## config.mk

```make
export PLATFORM = sky130hd
export DESIGN_NAME = qrl_top
export DESIGN_NICKNAME = d
export VERILOG_FILES = /design/src/verilog/qrl_pkg.sv /design/src/verilog/qrl_rate_decode.sv /design/src/verilog/qrl_shaper.sv /design/src/verilog/qrl_top.sv
export SDC_FILE = /design/constraint.sdc
export NUM_CORES = 1
export LEC_CHECK = 0
export BUFFER_PORTS_ARGS = -buffer_cell sky130_fd_sc_hd__buf_2
export CAP_MARGIN = 20
export CORE_UTILIZATION = 65
export CTS_BUF_LIST = sky130_fd_sc_hd__clkbuf_4
export DETAILED_ROUTE_END_ITERATION = 10
export PLACE_DENSITY = 0.84
export SETUP_SLACK_MARGIN = 0.4
export SYNTH_ARGS = -nofsm -noshare
export SYNTH_HDL_FRONTEND = slang
export SYNTH_SLANG_ARGS = --single-unit
```

## constraint.sdc

```tcl
create_clock -name pclk -period 9.9 [get_ports pclk]
set_clock_uncertainty 0.15 [all_clocks]
set_input_delay 1.98 -clock pclk [delete_from_list [all_inputs] [get_ports pclk]]
set_output_delay 1.98 -clock pclk [all_outputs]
set_load 0.005 [all_outputs]
```

## src/verilog/qrl_pkg.sv

```systemverilog
// Purpose: Constants for the top-queue rate limit selection block.
// Assumes: 32-bit APB, byte address is four times the register index.
// Notes: Register indices, field layout and timing counts.
// Function
// - Top-queue 7-bit limit code, reset zero, shapes.
// - Queue 3 is highest in four-queue mode.
// - Bit 7 read-only; port 4 shows identification.
// - Exact rate on top; others by ratio.
// - Same 7-bit code format for all limits.
// - 100BT codes 1-99 give that Mbps.
// - 100BT code 0 or 100 unlimited.
// - Codes 101-115 give 64 kbps steps.
// - 10BT codes 1-9 give that Mbps.
// - 10BT code 0 or 10 unlimited.
// - Speed bit set selects 10BT table.
package qrl_pkg;

  // Bus widths
  localparam int unsigned APB_AW = 10;
  localparam int unsigned APB_DW = 32;
  localparam int unsigned NUM_PORTS = 4;

  // Register indices; byte address is four times these
  localparam logic [7:0] IDX_RSVD_BE = 8'hbe;
  localparam logic [7:0] IDX_P1_LIMIT = 8'hce;
  localparam logic [7:0] IDX_P2_LIMIT = 8'hde;
  localparam logic [7:0] IDX_P3_LIMIT = 8'hee;
  localparam logic [7:0] IDX_P4_LIMIT = 8'hfe;
  localparam logic [7:0] IDX_PORT_MODE = 8'h40;
  localparam logic [7:0] IDX_SHAPE_STAT = 8'h41;

  // Field layout of the limit registers
  localparam int unsigned LIMIT_W = 7;
  localparam int unsigned ID_BIT = 7;
  localparam logic [6:0] LIMIT_RST = 7'h00;

  // Field layout of the port mode register
  localparam int unsigned SPEED_LSB = 0;
  localparam int unsigned FOURQ_LSB = 4;
  localparam logic [3:0] SPEED_RST = 4'h0;
  localparam logic [3:0] FOURQ_RST = 4'h0;

  // Limit code values
  localparam logic [6:0] CODE_DEFAULT = 7'd0;
  localparam logic [6:0] CODE_FULL_100 = 7'd100;
  localparam logic [6:0] CODE_FULL_10 = 7'd10;
  localparam logic [6:0] CODE_SUB_FIRST = 7'd101;
  localparam logic [6:0] CODE_SUB_LAST = 7'd115;
  localparam logic [6:0] CODE_SUB_BASE = 7'd100;

  // Rates in kbps
  localparam int unsigned RATE_W = 17;
  localparam logic [16:0] KBPS_PER_MBPS = 17'd1000;
  localparam logic [16:0] SUB_STEP_KBPS = 17'd64;

  // Timing: credit is added once per tick
  localparam int unsigned CLK_PERIOD_NS = 8;
  localparam int unsigned TICK_NS = 1000;
  localparam int unsigned TICK_CYC = TICK_NS / CLK_PERIOD_NS;
  localparam int unsigned TICK_CW = 8;

  // Credit in millibits; kbps equals millibits per microsecond
  localparam int unsigned CREDIT_W = 26;
  localparam logic [25:0] MBIT_PER_BYTE = 26'd8000;
  localparam logic [25:0] CREDIT_CAP = 26'd16000000;

  // Byte address of a register index
  function automatic logic [APB_AW-1:0] qrl_addr(input logic [7:0] idx);
    return {idx, 2'b00};
  endfunction

endpackage

```

## src/verilog/qrl_rate_decode.sv

```systemverilog
// Purpose: Decode a 7-bit limit code into a rate or no limiting.
// Assumes: speed_10 high selects the 10BT table.
// Notes: Purely combinational; shared by every limit of a port.
`timescale 1ns/1ps

module qrl_rate_decode
  import qrl_pkg::*;
(
  // Selection
  input wire logic [qrl_pkg::LIMIT_W-1:0] code,
  input wire logic speed_10,
  // Result
  output logic unlimited,
  output logic [qrl_pkg::RATE_W-1:0] rate_kbps
);

  // Upper limit of the whole-Mbps range for the active speed
  logic [6:0] full_code;

  // Table selection and code decode
  always_comb begin
    full_code = speed_10 ? CODE_FULL_10 : CODE_FULL_100;
    unlimited = 1'b1;
    rate_kbps = '0;
    if (code == CODE_DEFAULT || code == full_code) begin
      // Full line rate
      unlimited = 1'b1;
    end else if (code < full_code) begin
      // Whole megabits per second
      unlimited = 1'b0;
      rate_kbps = RATE_W'(code) * KBPS_PER_MBPS;
    end else if (code >= CODE_SUB_FIRST && code <= CODE_SUB_LAST) begin
      // Sub-megabit steps, same at both speeds
      unlimited = 1'b0;
      rate_kbps = RATE_W'(code - CODE_SUB_BASE) * SUB_STEP_KBPS;
    end else begin
      // Undefined code
      unlimited = 1'b1;
    end
  end

endmodule

```

## src/verilog/qrl_shaper.sv

```systemverilog
// Purpose: Credit shaper for one port's top egress queue.
// Assumes: tick pulses once per microsecond; tx_byte per sent byte.
// Notes: Credit may go negative while a frame drains.
`timescale 1ns/1ps

module qrl_shaper
  import qrl_pkg::*;
(
  // Clock and reset
  input wire logic pclk,
  input wire logic presetn,
  // Control
  input wire logic tick,
  input wire logic unlimited,
  input wire logic [qrl_pkg::RATE_W-1:0] rate_kbps,
  input wire logic tx_byte,
  // Status
  output logic eligible
);

  // Signed credit in millibits
  logic signed [CREDIT_W-1:0] credit_reg;
  logic signed [CREDIT_W-1:0] credit_next;
  logic eligible_reg;
  logic eligible_next;
  logic signed [CREDIT_W-1:0] sum;

  // Credit update
  always_comb begin
    sum = credit_reg;
    if (tick) begin
      sum = sum + $signed(CREDIT_W'(rate_kbps));
    end
    if (tx_byte) begin
      sum = sum - $signed(MBIT_PER_BYTE);
    end
    if (unlimited || sum > $signed(CREDIT_CAP)) begin
      credit_next = $signed(CREDIT_CAP);
    end else if (sum < -$signed(CREDIT_CAP)) begin
      credit_next = -$signed(CREDIT_CAP);
    end else begin
      credit_next = sum;
    end
    eligible_next = unlimited || (credit_next > 0);
  end

  // Credit registers
  always_ff @(posedge pclk or negedge presetn) begin
    if (!presetn) begin
      credit_reg <= '0;
      eligible_reg <= 1'b1;
    end else begin
      credit_reg <= credit_next;
      eligible_reg <= eligible_next;
    end
  end

  assign eligible = eligible_reg;

endmodule

```

## src/verilog/qrl_top.sv

```systemverilog
// Purpose: Top-queue egress limit registers, rate decode and gating.
// Assumes: APB slave on pclk; queue logic on the same clock.
// Notes: Grants are registered and follow requests by one cycle.
//   Every transfer has one access cycle; unmapped words answer with
//   an error. Credit refill runs on a microsecond tick made here,
//   shared by all four shapers.
`timescale 1ns/1ps

module qrl_top
  import qrl_pkg::*;
#(
  // Arbitrary identification bit for the port 4 register
  parameter logic ID_VALUE = 1'b0
)
(
  // Clock and reset
  input wire logic pclk,
  input wire logic presetn,
  // APB slave
  // Answers come in the cycle after setup, with no wait states
  input wire logic psel,
  input wire logic penable,
  input wire logic pwrite,
  input wire logic [qrl_pkg::APB_AW-1:0] paddr,
  input wire logic [qrl_pkg::APB_DW-1:0] pwdata,
  output logic [qrl_pkg::APB_DW-1:0] prdata,
  output logic pready,
  output logic pslverr,
  // Queue status, one bit per port
  // Levels and byte pulses from the queue logic on pclk
  input wire logic [qrl_pkg::NUM_PORTS-1:0] q3_pending,
  input wire logic [qrl_pkg::NUM_PORTS-1:0] q3_tx_byte,
  input wire logic [qrl_pkg::NUM_PORTS-1:0] low_pending,
  // Service grants, one bit per port
  // Levels, registered and re-evaluated every cycle
  output logic [qrl_pkg::NUM_PORTS-1:0] q3_grant,
  output logic [qrl_pkg::NUM_PORTS-1:0] low_grant
);

  // Register map, byte address four times the index:
  //   limit words of ports 1 to 4, code in bits 6 to 0 and a
  //   read-only bit 7 (identification on port 4, zero elsewhere);
  //   port mode word, speed bits low and four-queue bits high;
  //   status word, eligible bits low and unlimited bits high;
  //   one reserved word that reads zero and ignores writes.
  // Any other word answers with an error and changes nothing.

  // Limit codes, one per port
  logic [LIMIT_W-1:0] limit_reg [NUM_PORTS];
  logic [LIMIT_W-1:0] limit_next [NUM_PORTS];

  // Speed: set is 10BT
  logic [NUM_PORTS-1:0] speed_reg;
  logic [NUM_PORTS-1:0] speed_next;

  // Four-queue mode per port
  logic [NUM_PORTS-1:0] fourq_reg;
  logic [NUM_PORTS-1:0] fourq_next;

  // Bus answer registers
  logic [APB_DW-1:0] prdata_reg;
  logic [APB_DW-1:0] prdata_next;
  logic pready_reg;
  logic pready_next;
  logic pslverr_reg;
  logic pslverr_next;

  // Grant registers
  logic [NUM_PORTS-1:0] q3_grant_reg;
  logic [NUM_PORTS-1:0] q3_grant_next;
  logic [NUM_PORTS-1:0] low_grant_reg;
  logic [NUM_PORTS-1:0] low_grant_next;

  // Tick counter
  // One pulse every microsecond feeds every shaper
  logic [TICK_CW-1:0] tick_cnt_reg;
  logic [TICK_CW-1:0] tick_cnt_next;
  logic tick_reg;
  logic tick_next;

  // Per-port shaper links
  // Decoder output feeds the shaper of the same port
  logic [NUM_PORTS-1:0] unl;
  logic [NUM_PORTS-1:0] elig;
  logic [RATE_W-1:0] rate [NUM_PORTS];

  // Address decode
  logic [1:0] port_sel;
  logic hit_limit;
  logic hit_mode;
  logic hit_stat;
  logic hit_rsvd;
  logic setup;
  logic access;

  // Setup and access phases of a transfer
  // The answer is prepared in setup, so the access phase always
  // lasts one cycle; access is true only in that cycle, which keeps
  // a write from landing twice.
  assign setup = psel && !penable;
  assign access = psel && penable && pready_reg;

  // Address decode for the mapped registers
  // A miss leaves the port index at zero; hit_limit gates every use
  always_comb begin
    hit_limit = 1'b1;
    port_sel = 2'd0;
    hit_mode = (paddr == qrl_addr(IDX_PORT_MODE));
    hit_stat = (paddr == qrl_addr(IDX_SHAPE_STAT));
    hit_rsvd = (paddr == qrl_addr(IDX_RSVD_BE));
    // Only one limit word can match a given address
    if (paddr == qrl_addr(IDX_P1_LIMIT)) begin
      port_sel = 2'd0;
    end else if (paddr == qrl_addr(IDX_P2_LIMIT)) begin
      port_sel = 2'd1;
    end else if (paddr == qrl_addr(IDX_P3_LIMIT)) begin
      port_sel = 2'd2;
    end else if (paddr == qrl_addr(IDX_P4_LIMIT)) begin
      port_sel = 2'd3;
    end else begin
      hit_limit = 1'b0;
    end
  end

  // Bus answer: prepared in setup, shown in access
  // Read data comes from a flip-flop and holds until the next setup;
  // writes to read-only words are dropped without an error.
  always_comb begin
    pready_next = setup;
    pslverr_next = 1'b0;
    prdata_next = prdata_reg;
    if (setup) begin
      prdata_next = '0;
      // Only unmapped words raise an error
      pslverr_next = !(hit_limit || hit_mode || hit_stat || hit_rsvd);
      if (hit_limit) begin
        // Bit 7 is read-only; identification on port 4 only
        prdata_next[LIMIT_W-1:0] = limit_reg[port_sel];
        prdata_next[ID_BIT] = (port_sel == 2'd3) ? ID_VALUE : 1'b0;
      end else if (hit_mode) begin
        prdata_next[SPEED_LSB+:NUM_PORTS] = speed_reg;
        prdata_next[FOURQ_LSB+:NUM_PORTS] = fourq_reg;
      end else if (hit_stat) begin
        // Shaper eligibility and unlimited state
        prdata_next[0+:NUM_PORTS] = elig;
        prdata_next[NUM_PORTS+:NUM_PORTS] = unl;
      end else begin
        // Reserved and unmapped words read as zero
        prdata_next = '0;
      end
    end else begin
      // Between transfers the last read data stands
      prdata_next = prdata_reg;
    end
  end

  // Register writes take effect at the access edge
  // A shaper keeps its credit across a code change, so the new rate
  // applies from the next tick without a gap in service.
  always_comb begin
    for (int i = 0; i < NUM_PORTS; i++) begin
      limit_next[i] = limit_reg[i];
    end
    speed_next = speed_reg;
    fourq_next = fourq_reg;
    // Writes land once, at the edge that ends the access phase
    if (access && pwrite) begin
      if (hit_limit) begin
        // Only the code field is writable
        limit_next[port_sel] = pwdata[LIMIT_W-1:0];
      end else if (hit_mode) begin
        speed_next = pwdata[SPEED_LSB+:NUM_PORTS];
        fourq_next = pwdata[FOURQ_LSB+:NUM_PORTS];
      end
    end
  end

  // Configuration registers
  // Limits reset to zero, which is the unlimited default code
  always_ff @(posedge pclk or negedge presetn) begin
    if (!presetn) begin
      // Speed resets to 100BT, queues to two-queue mode
      for (int i = 0; i < NUM_PORTS; i++) begin
        limit_reg[i] <= LIMIT_RST;
      end
      speed_reg <= SPEED_RST;
      fourq_reg <= FOURQ_RST;
    end else begin
      for (int i = 0; i < NUM_PORTS; i++) begin
        limit_reg[i] <= limit_next[i];
      end
      speed_reg <= speed_next;
      fourq_reg <= fourq_next;
    end
  end

  // Bus answer registers
  // pready resets low so no answer shows before the first setup
  always_ff @(posedge pclk or negedge presetn) begin
    if (!presetn) begin
      prdata_reg <= '0;
      pready_reg <= 1'b0;
      pslverr_reg <= 1'b0;
    end else begin
      prdata_reg <= prdata_next;
      pready_reg <= pready_next;
      pslverr_reg <= pslverr_next;
    end
  end

  // Microsecond tick for credit refill
  // 125 cycles of 8 ns make a microsecond, so a rate in kbps is the
  // credit in millibits added per tick and no divider is needed.
  always_comb begin
    tick_next = 1'b0;
    if (tick_cnt_reg == TICK_CW'(TICK_CYC - 1)) begin
      // Wrap and pulse
      tick_cnt_next = '0;
      tick_next = 1'b1;
    end else begin
      // Count up
      tick_cnt_next = tick_cnt_reg + 1'b1;
    end
  end

  // Tick registers
  // The counter free-runs; shapers only see the registered pulse
  always_ff @(posedge pclk or negedge presetn) begin
    if (!presetn) begin
      tick_cnt_reg <= '0;
      tick_reg <= 1'b0;
    end else begin
      tick_cnt_reg <= tick_cnt_next;
      tick_reg <= tick_next;
    end
  end

  // One decoder and shaper per port
  // The same decoder serves any limit word, since every limit uses
  // one code format; only the top queue is shaped here.
  for (genvar p = 0; p < NUM_PORTS; p++) begin : g_port
    // Same code format for every limit
    qrl_rate_decode u_dec (
      .code(limit_reg[p]),
      .speed_10(speed_reg[p]),
      .unlimited(unl[p]),
      .rate_kbps(rate[p])
    );
    // Credit shaper for the top queue
    // Takes the shared tick and the port's byte pulse
    qrl_shaper u_shp (
      .pclk(pclk),
      .presetn(presetn),
      .tick(tick_reg),
      .unlimited(unl[p]),
      .rate_kbps(rate[p]),
      .tx_byte(q3_tx_byte[p]),
      .eligible(elig[p])
    );
  end

  // Grants: queue 3 first, lower queues when it does not take service
  // Grants are registered, so a port may send two more bytes after
  // its credit runs out; the credit goes negative by that much and
  // the average rate still holds.
  always_comb begin
    // Per port, no state shared between ports
    for (int i = 0; i < NUM_PORTS; i++) begin
      if (fourq_reg[i]) begin
        // Top queue wins when shaped credit allows
        // An idle or held-back top queue leaves the slot to the rest
        q3_grant_next[i] = q3_pending[i] && elig[i];
        low_grant_next[i] = low_pending[i] && !q3_grant_next[i];
      end else begin
        // Two-queue mode: queue 3 is not in use
        // Lower queues get every slot; ratios are applied downstream
        q3_grant_next[i] = 1'b0;
        low_grant_next[i] = low_pending[i];
      end
    end
  end

  // Grant registers
  // Grants reset low so no queue sends during reset
  always_ff @(posedge pclk or negedge presetn) begin
    if (!presetn) begin
      q3_grant_reg <= '0;
      low_grant_reg <= '0;
    end else begin
      q3_grant_reg <= q3_grant_next;
      low_grant_reg <= low_grant_next;
    end
  end

  // Outputs straight from registers
  // Every output leaves a flip-flop, never the decode logic
  assign prdata = prdata_reg;
  assign pready = pready_reg;
  assign pslverr = pslverr_reg;
  assign q3_grant = q3_grant_reg;
  assign low_grant = low_grant_reg;

endmodule

```

Word level (Yosys, flattened, before mapping)

Cells that the tools add are included.

Register bits after elaboration: 171
Output and inout bits: 42
Word-level logic and storage cells: 194

$add $sub $neg: 13
Multiply operators: 4
$lt $le $gt $ge: 26
Equality and inequality tests: 12
Mux-type cells: 72
Bitwise gates (word level): 2
Reductions and logical operators: 44

Operators by type and width:

| operator               | count |
|---|---|
| $mux 26                | 16 |
| $mux 17                | 12 |
| $add 26x18->26         | 4 |
| $gt 26x1->1 const B    | 4 |
| $gt 26x25->1 const B   | 4 |
| $lt 26x25->1 const B   | 4 |
| $sub 26x14->26 const B | 4 |
| $mul 7x7->14 const B   | 4 |
| $eq 10x10->1 const B   | 5 |
| $mux 7                 | 7 |
| $mux 8                 | 4 |
| $sub 7x7->8 const B    | 4 |
| $bwmux 28              | 1 |
| $eq 7x7->1             | 4 |
| $ge 7x7->1 const B     | 4 |
| $le 7x7->1 const B     | 4 |
| $logic_not 7->1        | 4 |
| $lt 7x7->1             | 4 |
| $mux 1                 | 26 |
| $eq 10x9->1 const B    | 2 |
| $logic_and 1x1->1      | 17 |
| $logic_or 1x1->1       | 15 |
| $bmux 7 s2             | 1 |
| $demux 7 s2            | 1 |
| 10 further kinds       | 18 |

Logic depth before layout (Yosys ltp)

Gate-level depths: netlist (run 1).

Depth in word-level cells: 14
Mapped depth: 35

Hierarchy

A second synthesis (run 1) with hierarchy kept.

Cells, all modules: 3082
Area, all modules: 25878.6 um2

Modules (own cells, without submodules):

| module                                 | instances | cells an instance | area each (um2) | sequential area each (um2) |
|---|---|---|---|---|
| qrl_shaper at g_port[0].u_shp ...      | 3         | 515               | 4012.6          | 676.9 |
| qrl_rate_decode at g_port[0].u_dec ... | 2         | 219               | 1855.5          | 0.0 |
| qrl_shaper at g_port[2].u_shp          | 1         | 419               | 3424.5          | 676.9 |
| qrl_top                                | 1         | 239               | 2996.6          | 1576.5 |
| qrl_rate_decode at g_port[2].u_dec     | 1         | 219               | 1858.0          | 0.0 |
| qrl_rate_decode at g_port[3].u_dec     | 1         | 222               | 1850.5          | 0.0 |

Worst setup path before layout (run 1)

OpenSTA, ideal clock, no wires.

Path kind: reg2reg
Start point: register limit_reg[0] in the netlist's numbering
End point: register g_port[3].u_shp.credit_reg[3]
Data arrival time: 7.573 ns
Required time: 9.616 ns
Slack: 2.043 ns
Stages on the path, launching flop included: 32
Cell sequence: dfrtp_1 fa_1 fa_1 inv_1 fa_1 fa_1 inv_1 ha_1 o21ai_0 nand2b_1 a21o_1 a21o_1 a21o_1 a21o_1 a21o_1 a21oi_1 xnor2_1 a21oi_1 ha_1 clkbuf_1 and4_1 o211ai_1 a21o_1 or4b_1 a31oi_1 nand4_1 nor2_1 xor2_1 o31ai_1 a32oi_1 buf_2 nor3_1

Longest elaborated chain between the ends: 12

RTL lines:

| item                                                    | RTL line         | text |
|---|---|---|
| start, declared                                         | qrl_top.sv:49    | `logic [LIMIT_W-1:0] limit_reg [NUM_PORTS];` |
| start signal, assigned by index                         | qrl_top.sv:190   | `limit_reg[i] <= limit_next[i];` |
| branches (longest 11 deep; another with $add 26x18->26) | --               |  |
| $mux 26 *                                               | qrl_shaper.sv:37 | `if (unlimited \|\| sum > $signed(CREDIT_CAP)) begin` |
| net g_port[3].u_shp.credit_next[3]                      | qrl_shaper.sv:23 | `logic signed [CREDIT_W-1:0] credit_next;` |
| end signal, assigned                                    | qrl_shaper.sv:53 | `credit_reg <= credit_next;` |
| end, declared                                           | qrl_shaper.sv:22 | `logic signed [CREDIT_W-1:0] credit_reg;` |

Mark *: on every way through the listed nets, which the timed path passes.
A chain may end at the register's enable or synchronous reset.

Worst setup path after layout (run 1)

Start point: register limit_reg[17] in the netlist's numbering
End point: register g_port[1].u_shp.credit_reg[22]

Longest elaborated chain between the ends: 12

RTL lines:

| item                                                    | RTL line |
|---|---|
| branches (longest 11 deep; another with $add 26x18->26) | -- |
| $mux 26 *                                               | qrl_shaper.sv:37 |
| net g_port[1].u_shp.credit_next[22]                     | qrl_shaper.sv:23 |
| end signal, assigned                                    | qrl_shaper.sv:53 |
| end, declared                                           | qrl_shaper.sv:22 |

Marks and branches as above.

==> summary.md, run 1 <==
| Metric | Value |
|---|---|
| Area growth, synth to finish | 4.32% |
| Avg WL per Cell | 18.6 um |
| RSZ-0062 raised after global routing | no |
| Async set-reset flop share out of synthesis | 1.00 |
| CTS Buf Count | 17 |
| Post-synthesis register bit count | 171 |
| Top post-synthesis cells by area | dfrtp_1 (19%), ha_1 (15%), fa_1 (6.9%), xnor2_1 (4.9%), a21oi_1 (4.0%) |
| Vias in the first global route | 19800 |
| Post-Synth Adder-Cell Area | 0.219 |
| H-tree depth | 4 |
| Hold Buf Count CTS | 0 |
| Worst-path fanout max | 18 |
| Ports | 101 |
| Routability cong. | 0.940 |
| Fmax | 110 MHz |
| XOR/XNOR share of the synthesized area | 0.0711 |
| Worst-Margin Slew | 951 ps |
| Post-route DRC | 0 |
| Status | completed |
| DR iter-0 viols | 1857 |
| Layout cell share with drive strength beyond 1 | 0.0849 |
| Initial core utilization | 0.659 |
| Skew-Pair Late Insertion Delay | 680 ps |
| Die Width | 186 um |
| All-layer global routing usage | 0.334 |
| Max stage delay on crit path | 590 ps |
| Netlist Area Pre-Place | 22100 um^2 |
| Commonest non-fill, non-tap cell in the layout | ha_1 |
| Post-synthesis compound-gate area fraction | 0.228 |
| Largest family of logic cells by synthesized area | compound AO/OA/AOI/OAI gates |
| Remaining global-route overflow | 0 |
| Commonest non-fill, non-tap cells in the layout | ha_1 (265), nand2_1 (209), inv_1 (196), nor2_1 (193), a21oi_1 (176) |
| Via-per-instance ratio | 6.54 |
| Max Buffers Root-to-Sink | 2 |
| Final setup vio count | 0 |
| CP Capture Type | flop |
| Worst setup startpoint | limit_reg[17]$_DFFE_PN0P_ |
| Root Buffer | clkbuf_4 |
| Final wirelength | 57800 um |
| Pwr Density | 56.9 nW/um^2 |
| Crit path buf inv count | 4 |
| Reg clk slew, reported paths | 180 ps |
| Critical Path RT | 10350 ps |
| CTS Sinks | 171 |
| DP Wirelength | 44100 um |
| Synth top area share | 0.189 |
| Worst R2R Start | limit_reg[17]$_DFFE_PN0P_ |
| Max VDD drop | 0.0605 mV |
| Critical Path AT | 9510 ps |
| Mean Syn Cell Area | 8.39 um^2 |
| Antenna-violating nets left | 0 |
| Fin nets | 3049 |
| Final period util | 0.915 |
| Post-synth top flop | dfrtp_1 |
| Tmin final | 9060 ps |
| Hold Startpoint | prdata[6]$_DFFE_PN0P_ |
| Hold/Removal Path Class | reg -> reg |
| Global-route wire length before repair | 96000 um |
| DRT Pass-1 Iters | 5 |
| Max reg flops | 104 |
| Vias | 20300 |
| Setup TNS | 0 ps |
| Register area share after synthesis | 0.194 |
| Leading area contributor after synthesis | dfrtp_1 |
| Multiplexer share of the synthesized area | 0.0271 |
| Die Ht | 186 um |
| Leak | 0.0102 uW |
| Crit-path most repeated cell | a21o_1 |
| TritonCTS clock tree | built |
| Cells after Synth | 2635 |
| Critical path launch point type | flop |
| Core ar. | 33500 um^2 |
| Number of buffers added on ports | 52 |
| Synth unique cells | 109 |
| Slew Limit Fails | 0 |
| Initial antenna violation count | 2 |
| Slowest-stage cell, CP | dfrtp_1 |
| Syn. warnings | 0 |
| Largest net degree at the start of global routing | 102 |
| Simple-gate share of the synthesized area | 0.200 |
| Hold Vio Cnt, Final | 0 |
| Max Cap Viol | 0 |
| Worst Hold Slack | 347 ps |
| Relative slew slack | 0.366 |
| Die Area | 34800 um^2 |
| Crit-path leading delay family | compound AO/OA/AOI/OAI gates |
| Num rows | 67 |
| CP Class | reg -> reg |
| Post-synth EDFFs | 0 |
synthesized netlist by cell type (25+ instances only):
| library cell | n |
|---|---|
| a211oi_1 | 56 |
| fa_1 | 76 |
| o21ai_0 | 111 |
| and2_1 | 26 |
| xnor2_1 | 124 |
| nand4_1 | 41 |
| nand2_1 | 209 |
| nor2b_1 | 37 |
| nor3_1 | 75 |
| buf_4 | 26 |
| and3_1 | 49 |
| ha_1 | 266 |
| nand3_1 | 62 |
| inv_1 | 199 |
| nor2_1 | 195 |
| mux2i_1 | 28 |
| dfrtp_1 | 167 |
| xor2_1 | 50 |
| clkbuf_1 | 49 |
| a21oi_1 | 176 |
| o211ai_1 | 25 |
| a31oi_1 | 28 |
| a21o_1 | 73 |
cell type report:
type                    instances  area [um^2]
multi-input cells            2174        16600
diodes                          2         5.00
repair buffers                 81          482
flip-flops and latches        171         4290
fillers                      2710        10500
well taps                     448          561
clock inverters                15          200
clock buffers                  17          128
inverters                     203          773
power by group:
| group | switching [uW] | total, uW | internal, uW |
|---|---|---|---|
| registers | 1.85 | 703 | 701 |
| clock network | 324 | 468 | 144 |
| logic | 87.0 | 143 | 55.6 |
layer usage:
layer / share of wire / up-vias / track usage / routed length, um
met2: 0.46 / 903 / 0.539 / 26800
met1: 0.43 / 9726 / 0.457 / 25100
met5: 0 / - / 0 / 0
met3: 0.083 / 129 / 0.0525 / 4780
li1: - / 9576 / - / -
met4: 0.021 / 0 / 0.109 / 1190
stage by stage:
stage / cell area, um^2 / std cells / power [uW] / worst slack, ps / util
2_1_floorplan: 22200 / 2658 / 814 / 2040 / -
3_3_place_gp: 22600 / 3065 / 850 / 1010 / 0.673
3_5_place_dp: 22600 / 3066 / 855 / 826 / 0.674
4_1_cts: 22900 / 3098 / 1320 / 745 / 0.683
5_1_grt: 23100 / 3111 / 1360 / 414 / 0.688
6_report: 23100 / 3111 / 1310 / 842 / 0.688
final timing paths:
| path | depth (start not counted) | to | slack, ps |
|---|---|---|---|
| setup / recovery | 33 | g_port[1].u_shp.credit_reg[22]$_DFF_PN0_ | 840 |
| hold / removal | 2 | prdata[6]$_DFFE_PN0P_ | 350 |
| min in group asynchronous | 1 | g_port[0].u_shp.credit_reg[16]$_DFF_PN0_ | 1170 |
| hold reg to reg | 2 | prdata[6]$_DFFE_PN0P_ | 350 |
| max in group asynchronous | 2 | tick_reg$_DFF_PN0_ | 6870 |
| setup reg to reg | 33 | g_port[1].u_shp.credit_reg[22]$_DFF_PN0_ | 840 |
cells by family after synthesis:
kind of cell               Yosys count
and+or+nand+nor                    858
AOI/OAI and AO/OA                  724
adders and majority gates          342
buffers and inverters              313
xor gates and xnor gates           177
DFF                                171
muxes                               49
other                                1
worst reg2reg max path: cells and delay by family, from the launching register on:
kind	cells	cell delay (ps)
compound gates	17	3830
xor+xnor	1	150
fa+ha+maj	6	2440
buf+inv	4	810
flops	1	590
simple gates	5	990
what timing repair did:
| action | CTS | global route |
|---|---|---|
| hold endpoints to repair | 0 | 0 |
| endpoints found under the setup margin | 0 | 56 |
| buffers inserted | 0 | 9 |
| gates resized for setup | 0 | 18 |
Power figures use the tool's default switching activity.
==> inputs of run 2 (changes only) <==
ABC_AREA = 1   (was default)
PLACE_DENSITY = 0.83   (was 0.84)
TNS_END_PERCENT = 20   (was default)
==> run 2 against run 1 <==
Effect of this change: the run now ends with DRC left; sequential cell count unchanged; non-clock buffer count down 23; routed wire length is 0.93% higher; sequential power is 0.6% higher; combinational power shrank 43%; critical path depth up 19; hold slack got worse by 7.5 ps; die area is 6.7% higher; highest routed layer unchanged.
==> summary.md, run 2 <==
| Metric | Value |
|---|---|
| DR iter-0 viols | 1627 (-12%) |
| Commonest non-fill, non-tap cells in the layout | nand2_1 (1038), inv_1 (573), nor2_1 (369), nand3_1 (292), ha_1 (266) |
| Crit-path most repeated cell | nand2_1 |
| Synth top area share | 0.177 (-0.0120) |
| Initial antenna violation count | 2 (unchanged) |
| Number of buffers added on ports | 52 (unchanged) |
| All-layer global routing usage | 0.327 (-0.00716) |
| Crit path buf inv count | 8 (+4) |
| Hold/Removal Path Class | reg -> reg |
| Global-route wire length before repair | 98300 um (+2.4%) |
| Syn. warnings | 0 (unchanged) |
| Slowest-stage cell, CP | dfrtp_1 |
| Async set-reset flop share out of synthesis | 1.00 (unchanged) |
| Layout cell share with drive strength beyond 1 | 0.0961 (+0.0111) |
| Max stage delay on crit path | 640 ps (+50 ps) |
| Register area share after synthesis | 0.181 (-0.0123) |
| Setup WS pre-CTS | 1200 ps (+370 ps) |
| Worst-Margin Slew | 1060 ps (+106 ps) |
| Post-route insts no fill | 4158 (+34%) |
| Vias in the first global route | 21300 (+7.5%) |
| Area growth, synth to finish | 3.60% |
| Mean Syn Cell Area | 6.45 um^2 (-23%) |
| DP Wirelength | 46900 um (+6.4%) |
| Post-route DRC | 4 (+4) |
| RSZ-0062 raised after global routing | yes |
| Hold Buf Count CTS | 0 (unchanged) |
| Initial core utilization | 0.662 (+0.00270) |
| Placed cells | 4124 (+35%) |
| Skew-Pair Late Insertion Delay | 700 ps (+20 ps) |
| Max Buffers Root-to-Sink | 2 (unchanged) |
| Worst setup startpoint | limit_reg[25]$_DFFE_PN0P_ |
| Post-route design area | 24500 um^2 (+6.0%) |
| Root Buffer | clkbuf_4 |
| CP Capture Type | flop |
| Die Area | 37100 um^2 (+6.7%) |
| Max reg flops | 104 (unchanged) |
| Die Ht | 193 um (+3.3%) |
| Worst-path fanout max | 22 (+4) |
| Critical path launch point type | flop |
| Relative slew slack | 0.294 (-0.0719) |
| CP Class | reg -> reg |
| Global route hottest layer | met2 |
| Antenna-violating nets left | 0 (unchanged) |
| Leading area contributor after synthesis | dfrtp_1 |
| Vias | 22800 (+12%) |
| Top post-synthesis cells by count | nand2_1 (1038), inv_1 (574), nor2_1 (369), nand3_1 (292), ha_1 (266) |
| CTS Sinks | 171 (unchanged) |
| Slew Limit Fails | 0 (unchanged) |
| Final setup vio count | 0 (unchanged) |
| Max VDD drop | 0.0599 mV (-1.0%) |
| Final wirelength | 58400 um (+0.93%) |
| Post-synthesis register bit count | 171 (unchanged) |
| Netlist Area Pre-Place | 23600 um^2 (+6.8%) |
| Routability cong. | 0.939 (-0.15%) |
| Ports | 101 (unchanged) |
| Pwr Density | 51.3 nW/um^2 (-10%) |
| Avg WL per Cell | 14.0 um (-24%) |
| Reg2Reg Setup Slack | 1090 ps (+250 ps) |
| Met1 Resource Use GR | 0.416 (-0.0412) |
| CTS Buf Count | 17 (unchanged) |
| Final period util | 0.890 (-0.0249) |
| Fmax | 113 MHz (+2.8%) |
| Leak | 0.0135 uW (+32%) |
| Commonest non-fill, non-tap cell in the layout | nand2_1 |
| TritonCTS clock tree | built |
| Max Cap Viol | 0 (unchanged) |
| Fillers | 3228 (+19%) |
| Die Width | 193 um (+3.3%) |
| Hold Startpoint | tick_cnt_reg[0]$_DFF_PN0_ |
| Cells after Synth | 3659 (+39%) |
| Worst R2R Start | limit_reg[25]$_DFFE_PN0P_ |
| Met2 Usage GRT | 0.567 (+0.0281) |
| Reg clk slew, reported paths | 190 ps (about the same) |
| Setup TNS | 0 ps (unchanged) |
| Via-per-instance ratio | 5.49 (-16%) |
| Power, Total | 1250 uW (-4.6%) |
| Post-synth EDFFs | 0 (unchanged) |
| H-tree depth | 4 (unchanged) |
| Top post-synthesis cells by area | dfrtp_1 (18%), nand2_1 (17%), ha_1 (14%), inv_1 (9.1%), fa_1 (6.4%) |
| Synth unique cells | 58 (-47%) |
| Core ar. | 35700 um^2 (+6.3%) |
| DRT Pass-1 Iters | 9 (+4) |
| Failing checks | DRC |
| PnR worst setup slack | 1090 ps (+246 ps) |
| Num rows | 69 (+3.0%) |
| Fin nets | 4083 (+34%) |
| Hold Vio Cnt, Final | 0 (unchanged) |
| Largest net degree at the start of global routing | 79 (-23%) |
| Met3 Track Usage GR | 0.0369 (-0.0156) |
| Post-synth top flop | dfrtp_1 |
| Dpl cell area | 24100 um^2 (+6.7%) |
| Tmin final | 8810 ps (-246 ps) |
| Critical Path AT | 9290 ps (-220 ps) |
| Top-count cell post-synth | nand2_1 |
| Status | complete, but fails checks |
| Remaining global-route overflow | 0 (unchanged) |
| Critical Path RT | 10380 ps (+30 ps) |
| Crit-path leading delay family | simple AND/OR/NAND/NOR gates |
## run 2: changes by cell type after synthesis, moves of 32 or more
cell and delta:
a211oi_1 -36, clkbuf_1 -32, nor2b_1 -37, xnor2_1 -111, nand3_1 +230, nor2_1 +174
a21oi_1 -54, nand2_1 +829, nand2_2 +91, and3_1 -48, inv_1 +375, nor2_2 +34
a21o_1 -69
## run 2: cells by family after synthesis
| group | count (synthesis) | share of synthesized area |
|---|---|---|
| AO/OA/AOI/OAI | 335 | 0.0810 |
| XOR/XNOR | 44 | 0.0163 |
| adder cells (fa/ha/maj) | 342 | 0.205 |
| buffers and inverters | 675 | 0.116 |
| flip-flops | 171 | 0.181 |
| multiplexers | 2 | 0.000901 |
| other | 1 | 0.000159 |
| AND/OR/NAND/NOR | 2089 | 0.399 |
## run 2: layout make-up
type / instances / area (um^2) / area share
diodes: 2 / 5.00 / 0.000205
clock buffers: 17 / 128 / 0.00522
clock inverters: 15 / 206 / 0.00844
inverters: 598 / 2250 / 0.0920
multi-input cells: 2836 / 16700 / 0.682
flip-flops and latches: 171 / 4290 / 0.175
well taps: 461 / 577 / 0.0236
repair buffers: 58 / 314 / 0.0128
## run 2: what timing repair did
item / in CTS / in global routing
buffers inserted: 0 / 0
setup endpoints to repair: 0 / 8
gates resized for setup: 0 / 4
endpoints found under the hold margin: 0 / 0
## run 2: metrics by stage
step | hold slack (ps) | utilization
2_1_floorplan | 282 | -
3_3_place_gp | 299 | 0.676
3_5_place_dp | 304 | 0.676
4_1_cts | 342 | 0.685
5_1_grt | 349 | 0.686
6_report | 340 | 0.686
## run 2: report_power, final
group / switching [uW] / internal [uW]
clock network: 337 / 127
registers: 2.93 / 704
logic: 58.1 / 23.9
## run 2: final timing paths
path	depth (start not counted)	end
min in group asynchronous	1	limit_reg[13]$_DFFE_PN0P_
worst min register to register	1	tick_cnt_reg[0]$_DFF_PN0_
worst max register to register	52	g_port[0].u_shp.eligible$_DFF_PN1_
worst min-delay path	1	tick_cnt_reg[0]$_DFF_PN0_
max in group asynchronous	2	tick_reg$_DFF_PN0_
worst max-delay path	52	g_port[0].u_shp.eligible$_DFF_PN1_
## run 2: routing by layer
| layer | wire length, um | share of wire |
|---|---|---|
| met4 | 1630 | 0.028 |
| met3 | 2760 | 0.047 |
| met1 | 25900 | 0.44 |
| met2 | 28100 | 0.48 |
| met5 | 0 | 0 |
==> inputs of run 3 (changes only) <==
ABC_AREA = default   (was 1)
CORE_UTILIZATION = 55   (was 65)
PLACE_DENSITY = 0.73   (was 0.83)
==> run 3 against run 2 <==
Effect of this change: the run now ends clean; clock power is 4% higher; critical path type unchanged; hold slack better by 11 ps; highest routed layer unchanged; register-to-register slack worse by 270 ps.
==> summary.md, run 3 (synthesis gave the netlist of run 1 again) <==
| Metric | Value |
|---|---|
| Clock power frac | 0.363 (-0.007) |
| Critical Path AT | 9650 ps (+360 ps) |
| Ports | 101 (unchanged) |
| CP Capture Type | flop |
| Global-route wire length before repair | 96300 um (-2.0%) |
| Die Ht | 203 um (+5.2%) |
| Number of buffers added on ports | 52 (unchanged) |
| Leak | 0.0102 uW (-24%) |
| Slowest-stage cell, CP | dfrtp_1 |
| Met1 Resource Use GR | 0.393 (-0.0226) |
| Root Buffer | clkbuf_4 |
| Max VDD drop | 0.0875 mV (+46%) |
| Remaining global-route overflow | 0 (unchanged) |
| Critical Path RT | 10470 ps (+90 ps) |
| Commonest non-fill, non-tap cell in the layout | ha_1 |
| Final wirelength | 57500 um (-1.5%) |
| Crit-path most repeated cell | a21o_1 |
| Max reg flops | 104 (unchanged) |
| Combinational share of power | 0.106 (+0.041) |
| Antenna-violating nets left | 0 (unchanged) |
| CTS Sinks | 171 (unchanged) |
| Max Buffers Root-to-Sink | 2 (unchanged) |
| Hold/Removal Path Class | reg -> reg |
| Pwr Density | 57.4 nW/um^2 (+12%) |
| Status | completed |
| Initial core utilization | 0.557 (-0.106) |
| Met2 Usage GRT | 0.464 (-0.103) |
| Met3 Track Usage GR | 0.0518 (+0.0149) |
| CP Class | reg -> reg |
| DRT Pass-1 Iters | 5 (-4) |
| CTS Buf Count | 17 (unchanged) |
| Fillers | 3582 (+11%) |
| Die Area | 41000 um^2 (+11%) |
| Final setup vio count | 0 (unchanged) |
| Sw frac | 0.320 (+0.00206) |
| Layout cell share with drive strength beyond 1 | 0.0776 (-0.0185) |
| Worst-Margin Slew | 959 ps (-97.2 ps) |
| Critical path launch point type | flop |
| H-tree depth | 4 (unchanged) |
| Worst Hold Slack | 350 ps (+10.5 ps) |
| Net Switching | 424 uW (+6.3%) |
| Setup TNS | 0 ps (unchanged) |
| Core ar. | 39700 um^2 (+11%) |
| Fmax | 110 MHz (-3.0%) |
| Commonest non-fill, non-tap cells in the layout | ha_1 (266), nand2_1 (209), inv_1 (199), nor2_1 (194), a21oi_1 (176) |
| Via-per-instance ratio | 6.26 (+14%) |
| Area growth, synth to finish | 4.43% |
| Power, Total | 1320 uW (+5.7%) |
| Relative slew slack | 0.344 (+0.0498) |
| Reg clk slew, reported paths | 180 ps (about the same) |
| Global route hottest layer | met2 |
| Slew Limit Fails | 0 (unchanged) |
| Combined area of the multi-input logic cells | 16600 um^2 (-0.54%) |
| Num rows | 73 (+5.8%) |
| Flop pwr share | 0.531 (-0.033) |
| Worst-path fanout max | 18 (-18%) |
| Skew-Pair Late Insertion Delay | 800 ps (+100 ps) |
| TritonCTS clock tree | built |
| Vias | 19900 (-13%) |
| Max Cap Viol | 0 (unchanged) |
| Initial antenna violation count | 2 (unchanged) |
| Routability cong. | 0.930 (-0.97%) |
| Post-route DRC | 0 (-4) |
| All-layer global routing usage | 0.287 (-0.0393) |
| Hold Buf Count CTS | 0 (unchanged) |
| Die Width | 203 um (+5.2%) |
| DR iter-0 viols | 1553 (-4.5%) |
| RSZ-0062 raised after global routing | yes |
| Reg area | 4290 um^2 (unchanged) |
| Hold Vio Cnt, Final | 0 (unchanged) |
| Tmin final | 9080 ps (+268 ps) |
| Final period util | 0.917 (+0.0271) |
| Fin nets | 3043 (-25%) |
| Largest net degree at the start of global routing | 104 (+32%) |
| Max stage delay on crit path | 630 ps (about the same) |
| DP Wirelength | 44500 um (-5.2%) |
| Internal power | 901 uW (+5.3%) |
| Avg WL per Cell | 18.0 um (+29%) |
| Vias in the first global route | 19100 (-10%) |
-- run 3: cell count changes in the layout (fill, tap and decap cells not counted), moves of 48 or more --
| cell | change |
|---|---|
| a21o_1 | +69 |
| a21oi_1 | +54 |
| and3_1 | +48 |
| inv_1 | -374 |
| nand2_1 | -829 |
| nand2_2 | -91 |
| nand3_1 | -230 |
| nor2_1 | -175 |
| xnor2_1 | +111 |
-- run 3: repair_timing --
action | CTS | global route
gates resized for setup | 0 | 5
setup endpoints to repair | 0 | 72
endpoints found under the hold margin | 0 | 0
buffers inserted | 0 | 1
-- run 3: worst max-delay path, delay by kind of cell (launching register included) --
family	cells	cell delay (ps)
compound gates	17	3920
fa+ha+maj	6	2410
simple gates	5	1020
buf+inv	4	730
flops	1	630
xor+xnor	1	140
-- run 3: per-stage QoR --
step           setup WS (ps)  cell area [um^2]  utilization  cells
4_1_cts                  741             23000        0.580   3178
6_report                 820             23100        0.581   3185
2_1_floorplan           2040             22200            -   2658
3_5_place_dp             849             22700        0.572   3146
3_3_place_gp            1080             22700        0.572   3145
5_1_grt                  351             23100        0.581   3183
-- run 3: final cells by class --
type / count / area share
Multi-Input combinational cell: 2174 / 0.719
Sequential cell: 171 / 0.186
Inverter: 203 / 0.0330
Tap cell: 525 / 0.0284
Timing Repair Buffer: 75 / 0.0195
Clock inverter: 15 / 0.00845
Clock buffer: 17 / 0.00553
Antenna cell: 5 / 0.000542
-- run 3: power by group through the flow --
| stage | registers [uW] | logic [uW] | clock network, uW |
|---|---|---|---|
| finish | 703 | 141 | 481 |
| global route | 703 | 158 | 517 |
| CTS | 703 | 141 | 499 |
| detailed placement | 716 | 140 | 0 |
| floorplan | 715 | 98.9 | 0 |
| global placement | 715 | 137 | 0 |
-- run 3: path summary, 6_finish.rpt --
path / start / end / slack (ps) / cells after the start
hold reg to reg: prdata[6]$_DFFE_PN0P_ / prdata[6]$_DFFE_PN0P_ / 350 / 2
hold / removal: prdata[6]$_DFFE_PN0P_ / prdata[6]$_DFFE_PN0P_ / 350 / 2
max in group asynchronous: presetn / tick_reg$_DFF_PN0_ / 7040 / 2
setup / recovery: limit_reg[15]$_DFFE_PN0P_ / g_port[1].u_shp.credit_reg[22]$_DFF_PN0_ / 820 / 33
setup reg to reg: limit_reg[15]$_DFFE_PN0P_ / g_port[1].u_shp.credit_reg[22]$_DFF_PN0_ / 820 / 33
min in group asynchronous: presetn / g_port[0].u_shp.credit_reg[20]$_DFF_PN0_ / 1020 / 1
-- run 3: routing by layer --
layer	vias to the layer above	part of all wire
met1	9567	0.45
met5	-	0
met3	106	0.061
met2	695	0.47
li1	9555	-
met4	0	0.022
